**src/rtl/sas_map.vh**
```
// Register offsets, bit positions, reset values and timing counts of the converter sequencer.
`ifndef SAS_MAP_VH
`define SAS_MAP_VH

`define SAS_RESULT_OFFSET   4'h0
`define SAS_CONTROL_OFFSET  4'h4
`define SAS_MODE_OFFSET     4'h8

`define SAS_IRQ_EN_BIT      7
`define SAS_DONE_BIT        6
`define SAS_TRIGGER_BIT     5
`define SAS_POWER_BIT       4

`define SAS_CONTROL_RESET   8'h40
`define SAS_RESULT_RESET    8'h00
`define SAS_FULL_SCALE      8'hFF

`define SAS_CONV_TIME_NS    70000
`define SAS_CLK_PERIOD_NS   40
`define SAS_CONV_CYCLES     (`SAS_CONV_TIME_NS / `SAS_CLK_PERIOD_NS)
`define SAS_BIT_CYCLES      (`SAS_CONV_CYCLES / 8)

`define SAS_RESP_OKAY       2'b00
`define SAS_RESP_SLVERR     2'b10

`endif

```
**src/rtl/sas_sequencer.v**
```verilog
// Successive-approximation converter sequencer with an AXI4-Lite register slave.
`include "sas_map.vh"

// Notes on behaviour
// - Each finished conversion lands as an 8-bit value in a readable result register.
// - Input at or above upper reference saturates at full scale, no overflow flag.
// - Input at or below lower reference gives an all-zero result.
// - Result bits are decided from the most significant bit downward.
// - Writing one to the trigger starts a conversion and clears the completion flag.
// - Hardware sets the completion flag when a conversion ends; result then valid.
// - Interrupt request is high while completion flag and interrupt enable are set.
// - Trigger during a running conversion abandons it and starts afresh at once.
// - Trigger bit is write-only and always reads as zero.
// - One conversion per trigger write, then the converter stops.
// - Completion flag clears only on a trigger write, even one that cannot start; writing zero does nothing.
// - Clearing the power bit turns the converter off; no conversion while off.
// - Wait mode keeps converting and wakes the device; stop mode disables the converter.
// - A conversion takes about 70 microseconds at the nominal clock.
// - Control register: enable bit 7, flag bit 6, trigger bit 5, power bit 4; reset 40h.
// - Power bit one switches the converter on, zero switches it off.
module sas_sequencer
(
    input  wire        clk,
    input  wire        sys_rst,
    input  wire [3:0]  s_axi_awaddr,
    input  wire        s_axi_awvalid,
    output reg         s_axi_awready,
    input  wire [31:0] s_axi_wdata,
    input  wire [3:0]  s_axi_wstrb,
    input  wire        s_axi_wvalid,
    output reg         s_axi_wready,
    output reg  [1:0]  s_axi_bresp,
    output reg         s_axi_bvalid,
    input  wire        s_axi_bready,
    input  wire [3:0]  s_axi_araddr,
    input  wire        s_axi_arvalid,
    output reg         s_axi_arready,
    output reg  [31:0] s_axi_rdata,
    output reg  [1:0]  s_axi_rresp,
    output reg         s_axi_rvalid,
    input  wire        s_axi_rready,
    input  wire        comp_in,
    input  wire        wait_mode,
    input  wire        stop_mode,
    output reg  [7:0]  dac_code,
    output reg         analog_enable,
    output reg         conv_irq,
    output reg         wake_request
);

    // The bit time comes from the nominal conversion time spread over eight decisions.
    localparam integer BIT_CYCLES_FULL = `SAS_BIT_CYCLES;
    localparam [15:0]  BIT_CYCLES      = BIT_CYCLES_FULL[15:0];
    localparam [3:0]   RESULT_OFFSET   = `SAS_RESULT_OFFSET;
    localparam [3:0]   CTRL_OFFSET     = `SAS_CONTROL_OFFSET;

    localparam [1:0] ST_IDLE   = 2'b00;
    localparam [1:0] ST_SETTLE = 2'b01;
    localparam [1:0] ST_DECIDE = 2'b10;

    reg  [1:0]  state;
    reg  [15:0] cycle_cnt;
    reg  [2:0]  bit_idx;
    reg  [7:0]  trial;
    reg  [7:0]  result_holding_reg;
    reg         conv_irq_enable;
    reg         conv_done;
    reg         converter_power_bit;
    reg         comp_meta;
    reg         comp_sync;
    reg         stop_meta;
    reg         stop_sync;
    reg         wait_meta;
    reg         wait_sync;
    reg  [3:0]  aw_addr;
    reg         aw_held;
    reg  [31:0] w_data;
    reg  [3:0]  w_strb;
    reg         w_held;
    reg  [31:0] next_rdata;
    reg  [1:0]  next_rresp;

    wire        write_fire;
    wire        write_ctrl;
    wire        trigger_write;
    wire        conv_enabled;
    wire        ctrl_selected;
    wire        bit_tick;
    wire [7:0]  test_mask;
    wire [7:0]  kept_trial;
    wire [7:0]  next_trial;
    genvar      gi;

    assign ctrl_selected = (aw_addr[3:2] == CTRL_OFFSET[3:2]);
    assign write_fire    = aw_held && w_held && !s_axi_bvalid;
    assign write_ctrl    = write_fire && ctrl_selected && w_strb[0];
    // A trigger written together with the power bit still sees the old power bit, so
    // software must power the converter in an earlier write for the start to take.
    assign trigger_write = write_ctrl && w_data[`SAS_TRIGGER_BIT];
    // Stop mode gates the converter just as the power bit does.
    assign conv_enabled  = converter_power_bit && !stop_sync;

    // The settle counter is the bit-rate divider: bit_tick is a one-cycle enable
    // on the last cycle of each settle period.
    assign bit_tick = (cycle_cnt == BIT_CYCLES - 16'h0001);

    // One decision cell per result bit: the bit under test survives only when the
    // comparator reports the input at or above the trial level, and the next lower
    // bit is then raised as the new trial.
    assign test_mask = 8'h01 << bit_idx;
    generate
        for (gi = 0; gi < 8; gi = gi + 1)
        begin : g_bit
            assign kept_trial[gi] = test_mask[gi] ? (trial[gi] & comp_sync) : trial[gi];
        end
    endgenerate
    assign next_trial = kept_trial | (test_mask >> 1);

    // Comparator and mode lines arrive from the analog and clock system, so resynchronise.
    always @(posedge clk)
    begin
        if (sys_rst)
        begin
            comp_meta <= 1'b0;
            comp_sync <= 1'b0;
            stop_meta <= 1'b0;
            stop_sync <= 1'b0;
            wait_meta <= 1'b0;
            wait_sync <= 1'b0;
        end
        else
        begin
            comp_meta <= comp_in;
            comp_sync <= comp_meta;
            stop_meta <= stop_mode;
            stop_sync <= stop_meta;
            wait_meta <= wait_mode;
            wait_sync <= wait_meta;
        end
    end

    // Write channel: address and data are latched independently, in either order.
    always @(posedge clk)
    begin
        if (sys_rst)
        begin
            s_axi_awready <= 1'b1;
            s_axi_wready  <= 1'b1;
            s_axi_bvalid  <= 1'b0;
            s_axi_bresp   <= `SAS_RESP_OKAY;
            aw_held       <= 1'b0;
            w_held        <= 1'b0;
            aw_addr       <= 4'h0;
            w_data        <= 32'h0000_0000;
            w_strb        <= 4'h0;
        end
        else
        begin
            if (s_axi_awvalid && s_axi_awready)
            begin
                aw_addr       <= s_axi_awaddr;
                aw_held       <= 1'b1;
                s_axi_awready <= 1'b0;
            end
            if (s_axi_wvalid && s_axi_wready)
            begin
                w_data       <= s_axi_wdata;
                w_strb       <= s_axi_wstrb;
                w_held       <= 1'b1;
                s_axi_wready <= 1'b0;
            end
            if (write_fire)
            begin
                s_axi_bvalid <= 1'b1;
                aw_held      <= 1'b0;
                w_held       <= 1'b0;
                // Result register is read-only; writing it or an unmapped word is an error.
                if (ctrl_selected)
                    s_axi_bresp <= `SAS_RESP_OKAY;
                else
                    s_axi_bresp <= `SAS_RESP_SLVERR;
            end
            if (s_axi_bvalid && s_axi_bready)
            begin
                s_axi_bvalid  <= 1'b0;
                s_axi_awready <= 1'b1;
                s_axi_wready  <= 1'b1;
            end
        end
    end

    always @*
    begin
        next_rdata = 32'h0000_0000;
        next_rresp = `SAS_RESP_OKAY;
        // Reserved control bits read as zero, and so does the trigger position.
        case (s_axi_araddr[3:2])
            RESULT_OFFSET[3:2]:
                next_rdata[7:0] = result_holding_reg;
            CTRL_OFFSET[3:2]:
            begin
                next_rdata[`SAS_IRQ_EN_BIT] = conv_irq_enable;
                next_rdata[`SAS_DONE_BIT]   = conv_done;
                next_rdata[`SAS_TRIGGER_BIT] = 1'b0;
                next_rdata[`SAS_POWER_BIT]  = converter_power_bit;
            end
            default:
                next_rresp = `SAS_RESP_SLVERR;
        endcase
    end

    // Read channel answers one cycle after the address is taken.
    always @(posedge clk)
    begin
        if (sys_rst)
        begin
            s_axi_arready <= 1'b1;
            s_axi_rvalid  <= 1'b0;
            s_axi_rdata   <= 32'h0000_0000;
            s_axi_rresp   <= `SAS_RESP_OKAY;
        end
        else if (s_axi_arvalid && s_axi_arready)
        begin
            s_axi_arready <= 1'b0;
            s_axi_rvalid  <= 1'b1;
            s_axi_rdata   <= next_rdata;
            s_axi_rresp   <= next_rresp;
        end
        else if (s_axi_rvalid && s_axi_rready)
        begin
            s_axi_rvalid  <= 1'b0;
            s_axi_arready <= 1'b1;
        end
    end

    // Control bits and the conversion engine share one process so that start and finish
    // on the same edge resolve predictably: a fresh start always wins.
    always @(posedge clk)
    begin
        if (sys_rst)
        begin
            conv_irq_enable     <= 1'b0;
            conv_done           <= 1'b1;
            converter_power_bit <= 1'b0;
            state               <= ST_IDLE;
            cycle_cnt           <= 16'h0000;
            bit_idx             <= 3'h7;
            trial               <= 8'h00;
            dac_code            <= 8'h00;
            result_holding_reg  <= `SAS_RESULT_RESET;
            analog_enable       <= 1'b0;
        end
        else
        begin
            if (write_ctrl)
            begin
                conv_irq_enable     <= w_data[`SAS_IRQ_EN_BIT];
                converter_power_bit <= w_data[`SAS_POWER_BIT];
            end
            analog_enable <= conv_enabled;
            if (trigger_write && conv_enabled)
            begin
                conv_done <= 1'b0;
                state     <= ST_SETTLE;
                bit_idx   <= 3'h7;
                trial     <= 8'h80;
                dac_code  <= 8'h80;
                cycle_cnt <= 16'h0000;
            end
            else if (trigger_write)
            begin
                conv_done <= 1'b0;
                state     <= ST_IDLE;
                dac_code  <= 8'h00;
            end
            else if (!conv_enabled)
            begin
                // An abandoned conversion parks the trial level so no stale code remains.
                state    <= ST_IDLE;
                dac_code <= 8'h00;
            end
            else
            begin
                case (state)
                    ST_IDLE:
                        state <= ST_IDLE;
                    ST_SETTLE:
                    begin
                        // Each bit gets an equal share of the conversion time.
                        if (bit_tick)
                        begin
                            cycle_cnt <= 16'h0000;
                            state     <= ST_DECIDE;
                        end
                        else
                            cycle_cnt <= cycle_cnt + 16'h0001;
                    end
                    ST_DECIDE:
                    begin
                        // Comparator high means input is at or above the trial level: keep the bit.
                        // Full-scale and zero inputs fall out naturally as FFh and 00h.
                        if (bit_idx == 3'h0)
                        begin
                            result_holding_reg <= kept_trial;
                            dac_code           <= 8'h00;
                            conv_done          <= 1'b1;
                            state              <= ST_IDLE;
                        end
                        else
                        begin
                            trial    <= next_trial;
                            dac_code <= next_trial;
                            bit_idx  <= bit_idx - 3'h1;
                            state    <= ST_SETTLE;
                        end
                    end
                    default:
                        state <= ST_IDLE;
                endcase
            end
        end
    end

    always @(posedge clk)
    begin
        if (sys_rst)
        begin
            conv_irq     <= 1'b0;
            wake_request <= 1'b0;
        end
        else
        begin
            conv_irq     <= conv_done && conv_irq_enable;
            // Completion cannot wake from stop; the stop line gates the wake request directly, since the flag stays set.
            wake_request <= conv_done && conv_irq_enable && wait_sync && !stop_sync;
        end
    end

endmodule

```
**config.mk**
```make
export PLATFORM = sky130hd
export DESIGN_NAME = sas_sequencer
export DESIGN_NICKNAME = d
export VERILOG_FILES = /design/src/rtl/sas_sequencer.v
export VERILOG_INCLUDE_DIRS = /design/src /design/src/rtl
export SDC_FILE = /design/constraint.sdc
export NUM_CORES = 1
export LEC_CHECK = 0
export ABC_AREA = 1
export BUFFER_PORTS_ARGS = -buffer_cell sky130_fd_sc_hd__buf_2
export CORE_UTILIZATION = 50
export CTS_CLUSTER_DIAMETER = 200
export DETAILED_ROUTE_END_ITERATION = 7
export HOLD_SLACK_MARGIN = 0.03
export PLACE_DENSITY = 0.76
export SLEW_MARGIN = 20
export SYNTH_ARGS = -nofsm -noshare
export SYNTH_HDL_FRONTEND = slang
export SYNTH_SLANG_ARGS = --single-unit
```
**constraint.sdc**
```tcl
create_clock -name clk -period 1.9 [get_ports clk]
set_clock_uncertainty 0.1 [all_clocks]
set_input_delay 0.095 -clock clk [delete_from_list [all_inputs] [get_ports clk]]
set_output_delay 0.095 -clock clk [all_outputs]
set_load 0.01 [all_outputs]
```
## Word-level counts from Yosys, hierarchy flattened

Index checks and enable logic that the tools add are counted.

- Add/subtract/negate cells: 2
- Equality and inequality tests: 10
- Shift-type cells: 1
- Mux-type cells: 38
- Bitwise operators: 13
- Reduce and logical (&&, ||, !) cells: 35

Operators by type and width:

| cell | number |
|---|---|
| 2-to-1 mux 8 bit | 10 |
| 2-to-1 mux 1 bit | 21 |
| adder 16 x 1 -> 16 bit (second input constant) | 1 |
| == test 16 x 8 -> 1 bit (second input constant) | 1 |
| 2-to-1 mux 16 bit | 1 |
| logical AND 1 bit | 15 |
| nonzero test 3 bit | 3 |
| bitwise AND 1 bit | 8 |
| bitwise OR 8 x 7 -> 8 bit | 1 |
| one-hot mux 4 bit (2 select lines) | 1 |
| AND reduction 4 bit | 2 |
| OR reduction 2 bit | 4 |
| << shifter 1 x 3 -> 8 bit (first input constant) | 1 |
| == test 2 x 1 -> 1 bit (second input constant) | 3 |
| 2-to-1 mux 2 bit | 3 |
| AND reduction 3 bit | 2 |
| nonzero test 2 bit | 3 |
| inequality test 5 bit (second input constant) | 1 |
| AND reduction 5 bit | 1 |
| 2-to-1 mux 4 bit | 1 |
| inequality test 2 bit (second input constant) | 2 |
| inequality test 4 x 2 -> 1 bit (second input constant) | 1 |
| NOT 1 bit | 4 |
| one-hot mux 2 bit (2 select lines) | 1 |
| 7 further kinds | 8 |

- Flip-flop bits (word level): 89
- Input port bits: 54
- Output and inout port bits: 52
- Logic and storage cells: 133

## Longest topological paths before layout

Gate-level depths: netlist of run 1.

- Word-level depth: 8
- Mapped depth: 10
- Depth with buffers taken out: 10

## Least setup slack after synthesis of run 1

OpenSTA, ideal clock, no wires.

- Path type: reg-to-reg
- From: reg bit_idx[0]
- To: reg trial[3]
- Library setup time: 0.113 ns
- Data arrival time: 1.325 ns
- Required time: 1.687 ns
- Path slack: 0.362 ns
- Cell stages (with the launch flop): 10
- Path buffers: 1
- Period minus slack after synthesis: 1.538 ns
- Cells stage by stage: dfxtp_1 -> inv_1 -> ha_1 -> nand2_1 -> nand2_1 -> inv_1 -> nand2_2 -> buf_6 -> o21ai_1 -> nor2_1

- Cells in the longest elaborated chain, start to end: 3
- Elaborated cells on any way between the ends: 6
- Those cells by class: 1 x shift; 1 x mux; 2 x bitwise; 2 x reduce/logical

Ends and longest elaborated chain:

| what | RTL line | source |
|---|---|---|
| start, declared | sas_sequencer.v:63 | `reg [2:0] bit_idx;` |
| start signal, assigned | sas_sequencer.v:313 | `bit_idx <= bit_idx - 3'h1;` |
| zero test 3 bit or << shifter 1 x 3 -> 8 bit (tied branches) | sas_sequencer.v:302, sas_sequencer.v:110 |  |
| NOT 1 bit (no line) or 2-to-1 mux 1 bit (tied branches) | n/a |  |
| AND reduction 4 bit (no line) or bitwise OR 8 x 7 -> 8 bit (tied branches) | n/a |  |
| end signal, assigned | sas_sequencer.v:311 | `trial <= next_trial;` |
| end, declared | sas_sequencer.v:64 | `reg [7:0] trial;` |

Several ways; a longest one is shown, not always the timed one.
A chain may end at the register's enable or synchronous reset.

## Final worst setup path of run 1

- From: reg bit_idx[1]
- To: reg dac_code[5]

- Cells in the longest elaborated chain, start to end: 4
- Elaborated cells on any way between the ends: 5
- Those cells by class: 1 x shift; 2 x mux; 1 x bitwise; 1 x reduce/logical

Ends and longest elaborated chain:

| what | RTL line | source |
|---|---|---|
| << shifter 1 x 3 -> 8 bit | sas_sequencer.v:110 | `assign test_mask = 8'h01 << bit_idx;` |
| 2-to-1 mux 1 bit | sas_sequencer.v:114 | `assign kept_trial[gi] = test_mask[gi] ? (trial[gi] & comp_sync) : trial[gi];` |
| bitwise OR 8 x 7 -> 8 bit | sas_sequencer.v:117 | `assign next_trial = kept_trial \| (test_mask >> 1);` |
| 2-to-1 mux 8 bit (*) | sas_sequencer.v:302 | `if (bit_idx == 3'h0)` |
| end signal, assigned | sas_sequencer.v:312 | `dac_code <= next_trial;` |
| end, declared | sas_sequencer.v:45 | `output reg [7:0] dac_code,` |

Mark *: on every way between the ends. The rest lies on a longest branch, timed or not.

==> results.json, run 1 <==
{
  "outcome": "finished clean",
  "period_minus_slack_ns": 1.77,
  "synth.distinct_cells": 37,
  "post_dp_cell_area_um2": 4170,
  "setup_violations": 0,
  "netlist_instances": 559,
  "diodes": 0,
  "cts_tree": "yes",
  "die_y_um": 91.1,
  "grt_pass1_wl_um": 14200,
  "drive_gt1_share_pct": 14.9,
  "clk_pin_slew_worst_paths_ns": 0.08,
  "finalMaxSlewViolations": 0,
  "leakage_nw": 2.01,
  "die_area_um2": 8290,
  "critPathSlowestCell": "dfxtp_1",
  "clkSinkCount": 80,
  "startpoint_type": "flop",
  "p_total_mw": 3.18,
  "hold_viol": 0,
  "grt_max_degree": 23,
  "avgSynthCellArea_um2": 7.09,
  "min_path_type": "input port to flop",
  "synth_top_area_cell": "dfxtp_1",
  "synth-compound-area-share_pct": 12.4,
  "cts_max_path_buffers": 2,
  "ir_drop_uv": 619,
  "nets": 686,
  "synth_ff_type": "dfxtp_1",
  "gp_congestion": 0.898,
  "synthTopCellsByCount": "128 x nand2_1, 96 x nor2_1, 80 x dfxtp_1",
  "grt-ovfl-total": 0,
  "crit_type": "flop to flop",
  "critical_path.cell_chain": "inv_1 -> ha_1 -> nand2_1 -> nand2_1 -> inv_1 -> buf_4 -> o21ai_0 -> a21oi_1",
  "numCtsBuffers": 9,
  "synth_simple_gate_area_share_pct": 28.6,
  "ys_ff_latch": 80,
  "cp.arrival_ns": 1.95,
  "syn_to_final_growth_pct": 13.7,
  "die_width_um": 91.1,
  "whs_ns": 0.0413,
  "tns_ns": 0,
  "synth_area_um2": 3970,
  "synthAdderAreaFrac_pct": 3.16,
  "fin_ws_ns": 0.134,
  "synthXorXnorAreaFrac_pct": 1.33,
  "fmax_mhz": 566,
  "muxShareOfSynthArea_pct": 0,
  "fin_crit_sh_pct": 93.0,
  "nFillCells": 709,
  "io_buffers": 43,
  "grt_usage_pct": 21.0,
  "start_util_pct": 51.6,
  "hpwl_um": 6070,
  "post_cts_buffers": 0,
  "htreeDepth": 3,
  "fin_area_um2": 4510,
  "end_kind": "flop",
  "async_flop_share_pct": 0,
  "maxCapViolCount": 0,
  "drt-initial-drc-count": 209,
  "coreArea_um2": 7690,
  "synth_area_leaders": "dfxtp_1 40%, nand2_1 12%, nor2_1 9.1%",
  "synth_edf_count": 0,
  "clkLatencyLatePin_ns": 0.35,
  "cp.required_ns": 2.08,
  "rows": 32,
  "multiInputGateArea_um2": 1910,
  "synth_top_area_share_pct": 40.4,
  "worstPathMaxFanout": 6,
  "power_density_nw_per_um2": 704,
  "vias_per_cell": 4.91,
  "first_pass_iters": 5,
  "top_register": "cycle_cnt",
  "route.detailed.wl_per_inst_um": 11.4,
  "largest_reg_flops": 16,
  "vias": 3572,
  "slew_headroom_pct": 63.1,
  "antenna_found_initial": 0,
  "cts_root_buf": "clkbuf_8",
  "regArea_um2": 1600,
  "synth.most_common_cell": "nand2_1",
  "place_ws_ns": 0.130,
  "grt_pass1_vias": 3354,
  "max_stage_delay_ns": 0.40,
  "synth_top_family_by_area": "simple AND/OR/NAND/NOR gates",
  "synth_seq_area_share_pct": 40.4,
  "drt_wl_total_um": 8270,
  "rsz0062_at_grt": "false",
  "yosys_warnings": 0,
  "tightest_slew_ns": 0.553,
  "drtAntennaViolNets": 0,
  "route.detailed.drc": 0,
  "io_pins": 106
}
[layout by cell type, fill, tap and decap left out, types with 2 or more instances in the layout]
master,instances
a2bb2oi_1,2
xnor2_1,3
o21a_1,4
dfxtp_1,79
nor2_1,96
nand3_1,30
conb_1,26
ha_1,10
nand4_1,7
o21ai_0,28
clkbuf_8,9
inv_6,2
o21ai_1,3
buf_4,10
xor2_1,3
nand2_2,2
nand2_1,128
a21oi_1,31
nor2_4,2
inv_1,61
dlygate4sd3_1,14
a21oi_2,11
inv_2,4
buf_2,43
[layout make-up]
type / instances / area share, %
multi-input combinational: 398 / 42.3
sequential: 80 / 35.6
inverter: 66 / 5.50
tap: 102 / 2.83
timing repair buffer: 67 / 9.55
clock buffer: 9 / 2.75
clock inverter: 6 / 1.53
[per-layer routing]
| layer | up-vias | GRT usage, % | part of all wire, % | routed length (um) |
|---|---|---|---|---|
| met4 | 0 | 8.60 | 2.2 | 178 |
| met3 | 16 | 4.69 | 4.5 | 373 |
| met2 | 86 | 37.0 | 50 | 4150 |
| li1 | 1836 | - | - | - |
| met5 | - | 0 | 0 | 0 |
| met1 | 1634 | 24.6 | 43 | 3570 |
[logic make-up (layout without fill, tap and decap cells)]
kind of cell	count (synthesis)	in the layout
simple gates	272	272
buf+inv	106	148
compound gates	84	84
flops	80	80
fa+ha+maj	10	10
xor+xnor	6	6
other cells	1	26
[final timing paths]
kind / startpoint / to / slack (ns) / cells past startpoint
worst min register to register: stop_meta / stop_sync / 0.31 / 2
worst max-delay path: bit_idx[1] / dac_code[5] / 0.13 / 8
worst min-delay path: s_axi_araddr[2] / s_axi_rdata[3] / 0.04 / 4
worst max register to register: bit_idx[1] / dac_code[5] / 0.13 / 8
[metrics by stage]
step	cells	utilization, %
after CTS	728	58.5
after global routing	728	58.6
after detailed placement	699	54.2
final	728	58.6
after floorplan	584	-
after global placement	699	54.2
[where the power goes]
| part | internal [mW] | switching, mW |
|---|---|---|
| Sequential | 1.71 | 0.0235 |
| Combinational | 0.0745 | 0.125 |
| Clock | 0.609 | 0.632 |
| Total | 2.39 | 0.780 |
[worst max-delay path: cells and delay by family, from the launching register on]
family	cells	cell delay [ns]
DFF	1	0.40
adders and majority gates	1	0.23
AOI/OAI and AO/OA	2	0.24
and+or+nand+nor	2	0.23
buffers and inverters	3	0.49
[what timing repair did]
item,in CTS,in global routing
hold buffers,14,0
resized for setup,0,2
setup endpoints to repair,0,5
hold endpoints to repair,16,0
Note: power is estimated with default switching activity, not from simulation.
==> run 2: changes to the inputs <==
Settings changed: ABC_AREA 1 to 0, PLACE_DENSITY 0.76 to 0.77.
==> run 2 against run 1 <==
  * Sequential share of layout area is 0.38 points higher
  * Combinational power decreased by 5%
  * Clock power is 11% higher
  * Fmax fell by 1.8%
  * Sequential power about the same
  * Largest power group unchanged
==> results.json, run 2 <==
{
  "synth_area_um2": 3710,
  "tightest_slew_ns": 0.554,
  "vias_per_cell": 5.32,
  "clk_pin_slew_worst_paths_ns": 0.08,
  "syn_to_final_growth_pct": 20.1,
  "top_register": "cycle_cnt",
  "startpoint_type": "flop",
  "gp_congestion": 0.863,
  "cts_max_path_buffers": 2,
  "synthXorXnorAreaFrac_pct": 0.236,
  "diodes": 0,
  "maxCapViolCount": 0,
  "hpwl_um": 5700,
  "finalMaxSlewViolations": 0,
  "coreArea_um2": 7210,
  "power_density_nw_per_um2": 739,
  "die_area_um2": 7780,
  "synth_edf_count": 0,
  "yosys_warnings": 0,
  "htreeDepth": 3,
  "muxShareOfSynthArea_pct": 3.34,
  "grt_pass1_vias": 3019,
  "synth_area_leaders": "dfxtp_1 43%, buf_4 5.3%, a21oi_1 5.0%",
  "die_width_um": 88.2,
  "pwr-share-seq_pct": 52.3,
  "synth-compound-area-share_pct": 18.5,
  "netSwitchingFraction_pct": 23.3,
  "synth_seq_area_share_pct": 43.1,
  "route.detailed.wl_per_inst_um": 13.9,
  "grt_pass1_wl_um": 13800,
  "start_util_pct": 51.5,
  "end_kind": "flop",
  "avgSynthCellArea_um2": 8.82,
  "outcome": "finished clean",
  "critical_path.cell_chain": "ha_1 -> nor3b_1 -> a41oi_2 -> and2_4 -> nand3b_4 -> a21oi_2",
  "numCtsBuffers": 9,
  "ys_ff_latch": 80,
  "switching_power_uw": 769,
  "fin_crit_sh_pct": 94.6,
  "tns_ns": 0,
  "synth_top_area_share_pct": 43.1,
  "die_y_um": 88.2,
  "crit_family": "simple AND/OR/NAND/NOR gates",
  "p_total_mw": 3.30,
  "place_ws_ns": -0.0180,
  "whs_ns": 0.0440,
  "synth.distinct_cells": 59,
  "synth.most_common_cell": "dfxtp_1",
  "synth_top_area_cell": "dfxtp_1",
  "cts_tree": "yes",
  "drtAntennaViolNets": 0,
  "final_common_cell": "dfxtp_1",
  "worstPathMaxFanout": 7,
  "rsz0062_at_grt": "false",
  "leakage_nw": 1.83,
  "synthTopCellsByCount": "80 x dfxtp_1, 44 x nor2_1, 38 x nand2_1",
  "route.detailed.drc": 0,
  "layout_common_cells": "79 x dfxtp_1, 43 x nor2_1, 43 x buf_2",
  "drive_gt1_share_pct": 21.3,
  "grt-ovfl-total": 0,
  "synthAdderAreaFrac_pct": 3.37,
  "clkSinkCount": 80,
  "fin_ws_ns": 0.102,
  "cp.required_ns": 2.10,
  "crit_type": "flop to flop",
  "synth_ff_type": "dfxtp_1",
  "synth_simple_gate_area_share_pct": 22.1,
  "p_comb_share_pct": 5.8,
  "grt_usage_pct": 22.9,
  "critPathSlowestCell": "dfxtp_1",
  "io_pins": 106,
  "slew_headroom_pct": 62.8,
  "grt_max_degree": 43,
  "drt_wl_total_um": 8380,
  "clkLatencyLatePin_ns": 0.36,
  "io_buffers": 43,
  "clockPowerShare_pct": 41.9,
  "min_path_type": "input port to flop",
  "max_stage_delay_ns": 0.43,
  "first_pass_iters": 5,
  "period_minus_slack_ns": 1.80,
  "nets": 562,
  "drt-initial-drc-count": 153,
  "async_flop_share_pct": 0,
  "crit_buf_inv": 0,
  "largest_reg_flops": 16,
  "cp.arrival_ns": 1.99,
  "setup_violations": 0,
  "rows": 31,
  "fmax_mhz": 556,
  "p_int_mw": 2.53,
  "netlist_instances": 421,
  "hold_viol": 0,
  "synth_top_family_by_area": "simple AND/OR/NAND/NOR gates",
  "final_core_util_pct": 61.8,
  "ir_drop_uv": 762,
  "antenna_found_initial": 0,
  "cts_root_buf": "clkbuf_8",
  "vias": 3198
}
run 2: changes by cell type after synthesis, sizes merged, moves of 9 or more:
cell,previous run,this run
a22oi,0,15
inv,65,11
mux2i,0,9
nand2,131,38
nand3,31,12
nor2,99,44
nor2b,0,10
nor3,2,14
o21ai,31,13
run 2: layout make-up:
class / count / area [um2]
timing repair buffer: 86 / 588
fill: 609 / 2760
clock buffer: 9 / 124
multi-input combinational: 310 / 1890
tap: 99 / 124
sequential: 80 / 1600
clock inverter: 6 / 93.8
inverter: 11 / 41.3
run 2: per-layer routing:
metal / GRT usage (%) / part of all wire, % / up-vias
met5: 0 / 0 / -
met4: 9.09 / 2.0 / 0
met3: 5.75 / 4.8 / 14
met2: 38.7 / 50 / 94
met1: 27.9 / 43 / 1508
li1: - / - / 1582
run 2: stage by stage:
| step | area (um2) | cells |
|---|---|---|
| after floorplan | 3810 | 446 |
| after global placement | 4020 | 566 |
| after detailed placement | 4020 | 566 |
| after CTS | 4450 | 601 |
| after global routing | 4460 | 601 |
| final | 4460 | 601 |
run 2: repair_timing:
action,in CTS,in global routing
hold buffers,20,0
resized for setup,2,7
hold endpoints to repair,19,0
buffers inserted,0,0
endpoints found under the setup margin,9,22
pin swaps,0,1
run 2: kinds of logic after synthesis:
group           after synthesis
fa+ha+maj                    10
flops                        80
simple gates                159
other cells                   1
xor+xnor                      1
mux                          12
compound gates              102
buf+inv                      56
run 2: path summary, 6_finish.rpt:
path	startpoint	slack [ns]	endpoint	depth (start not counted)
worst max register to register	cycle_cnt[0]	0.10	state[0]	6
worst max-delay path	cycle_cnt[0]	0.10	state[0]	6
worst min-delay path	s_axi_araddr[3]	0.04	s_axi_rdata[4]	4
worst min register to register	wait_meta	0.34	wait_sync	1
run 2: worst register-to-register path, stage by stage (launching register included):
cell,delay [ns]
dfxtp_1,0.43
ha_1,0.19
nor3b_1,0.26
a41oi_2,0.23
and2_4,0.24
nand3b_4,0.15
a21oi_2,0.14
run 2: power groups by stage:
stage	clock, mW	combinational (mW)	sequential [mW]
after global placement	0	0.149	1.76
after floorplan	0	0.134	1.76
after detailed placement	0	0.153	1.76
after CTS	1.40	0.186	1.72
final	1.38	0.190	1.73
after global routing	1.48	0.212	1.73
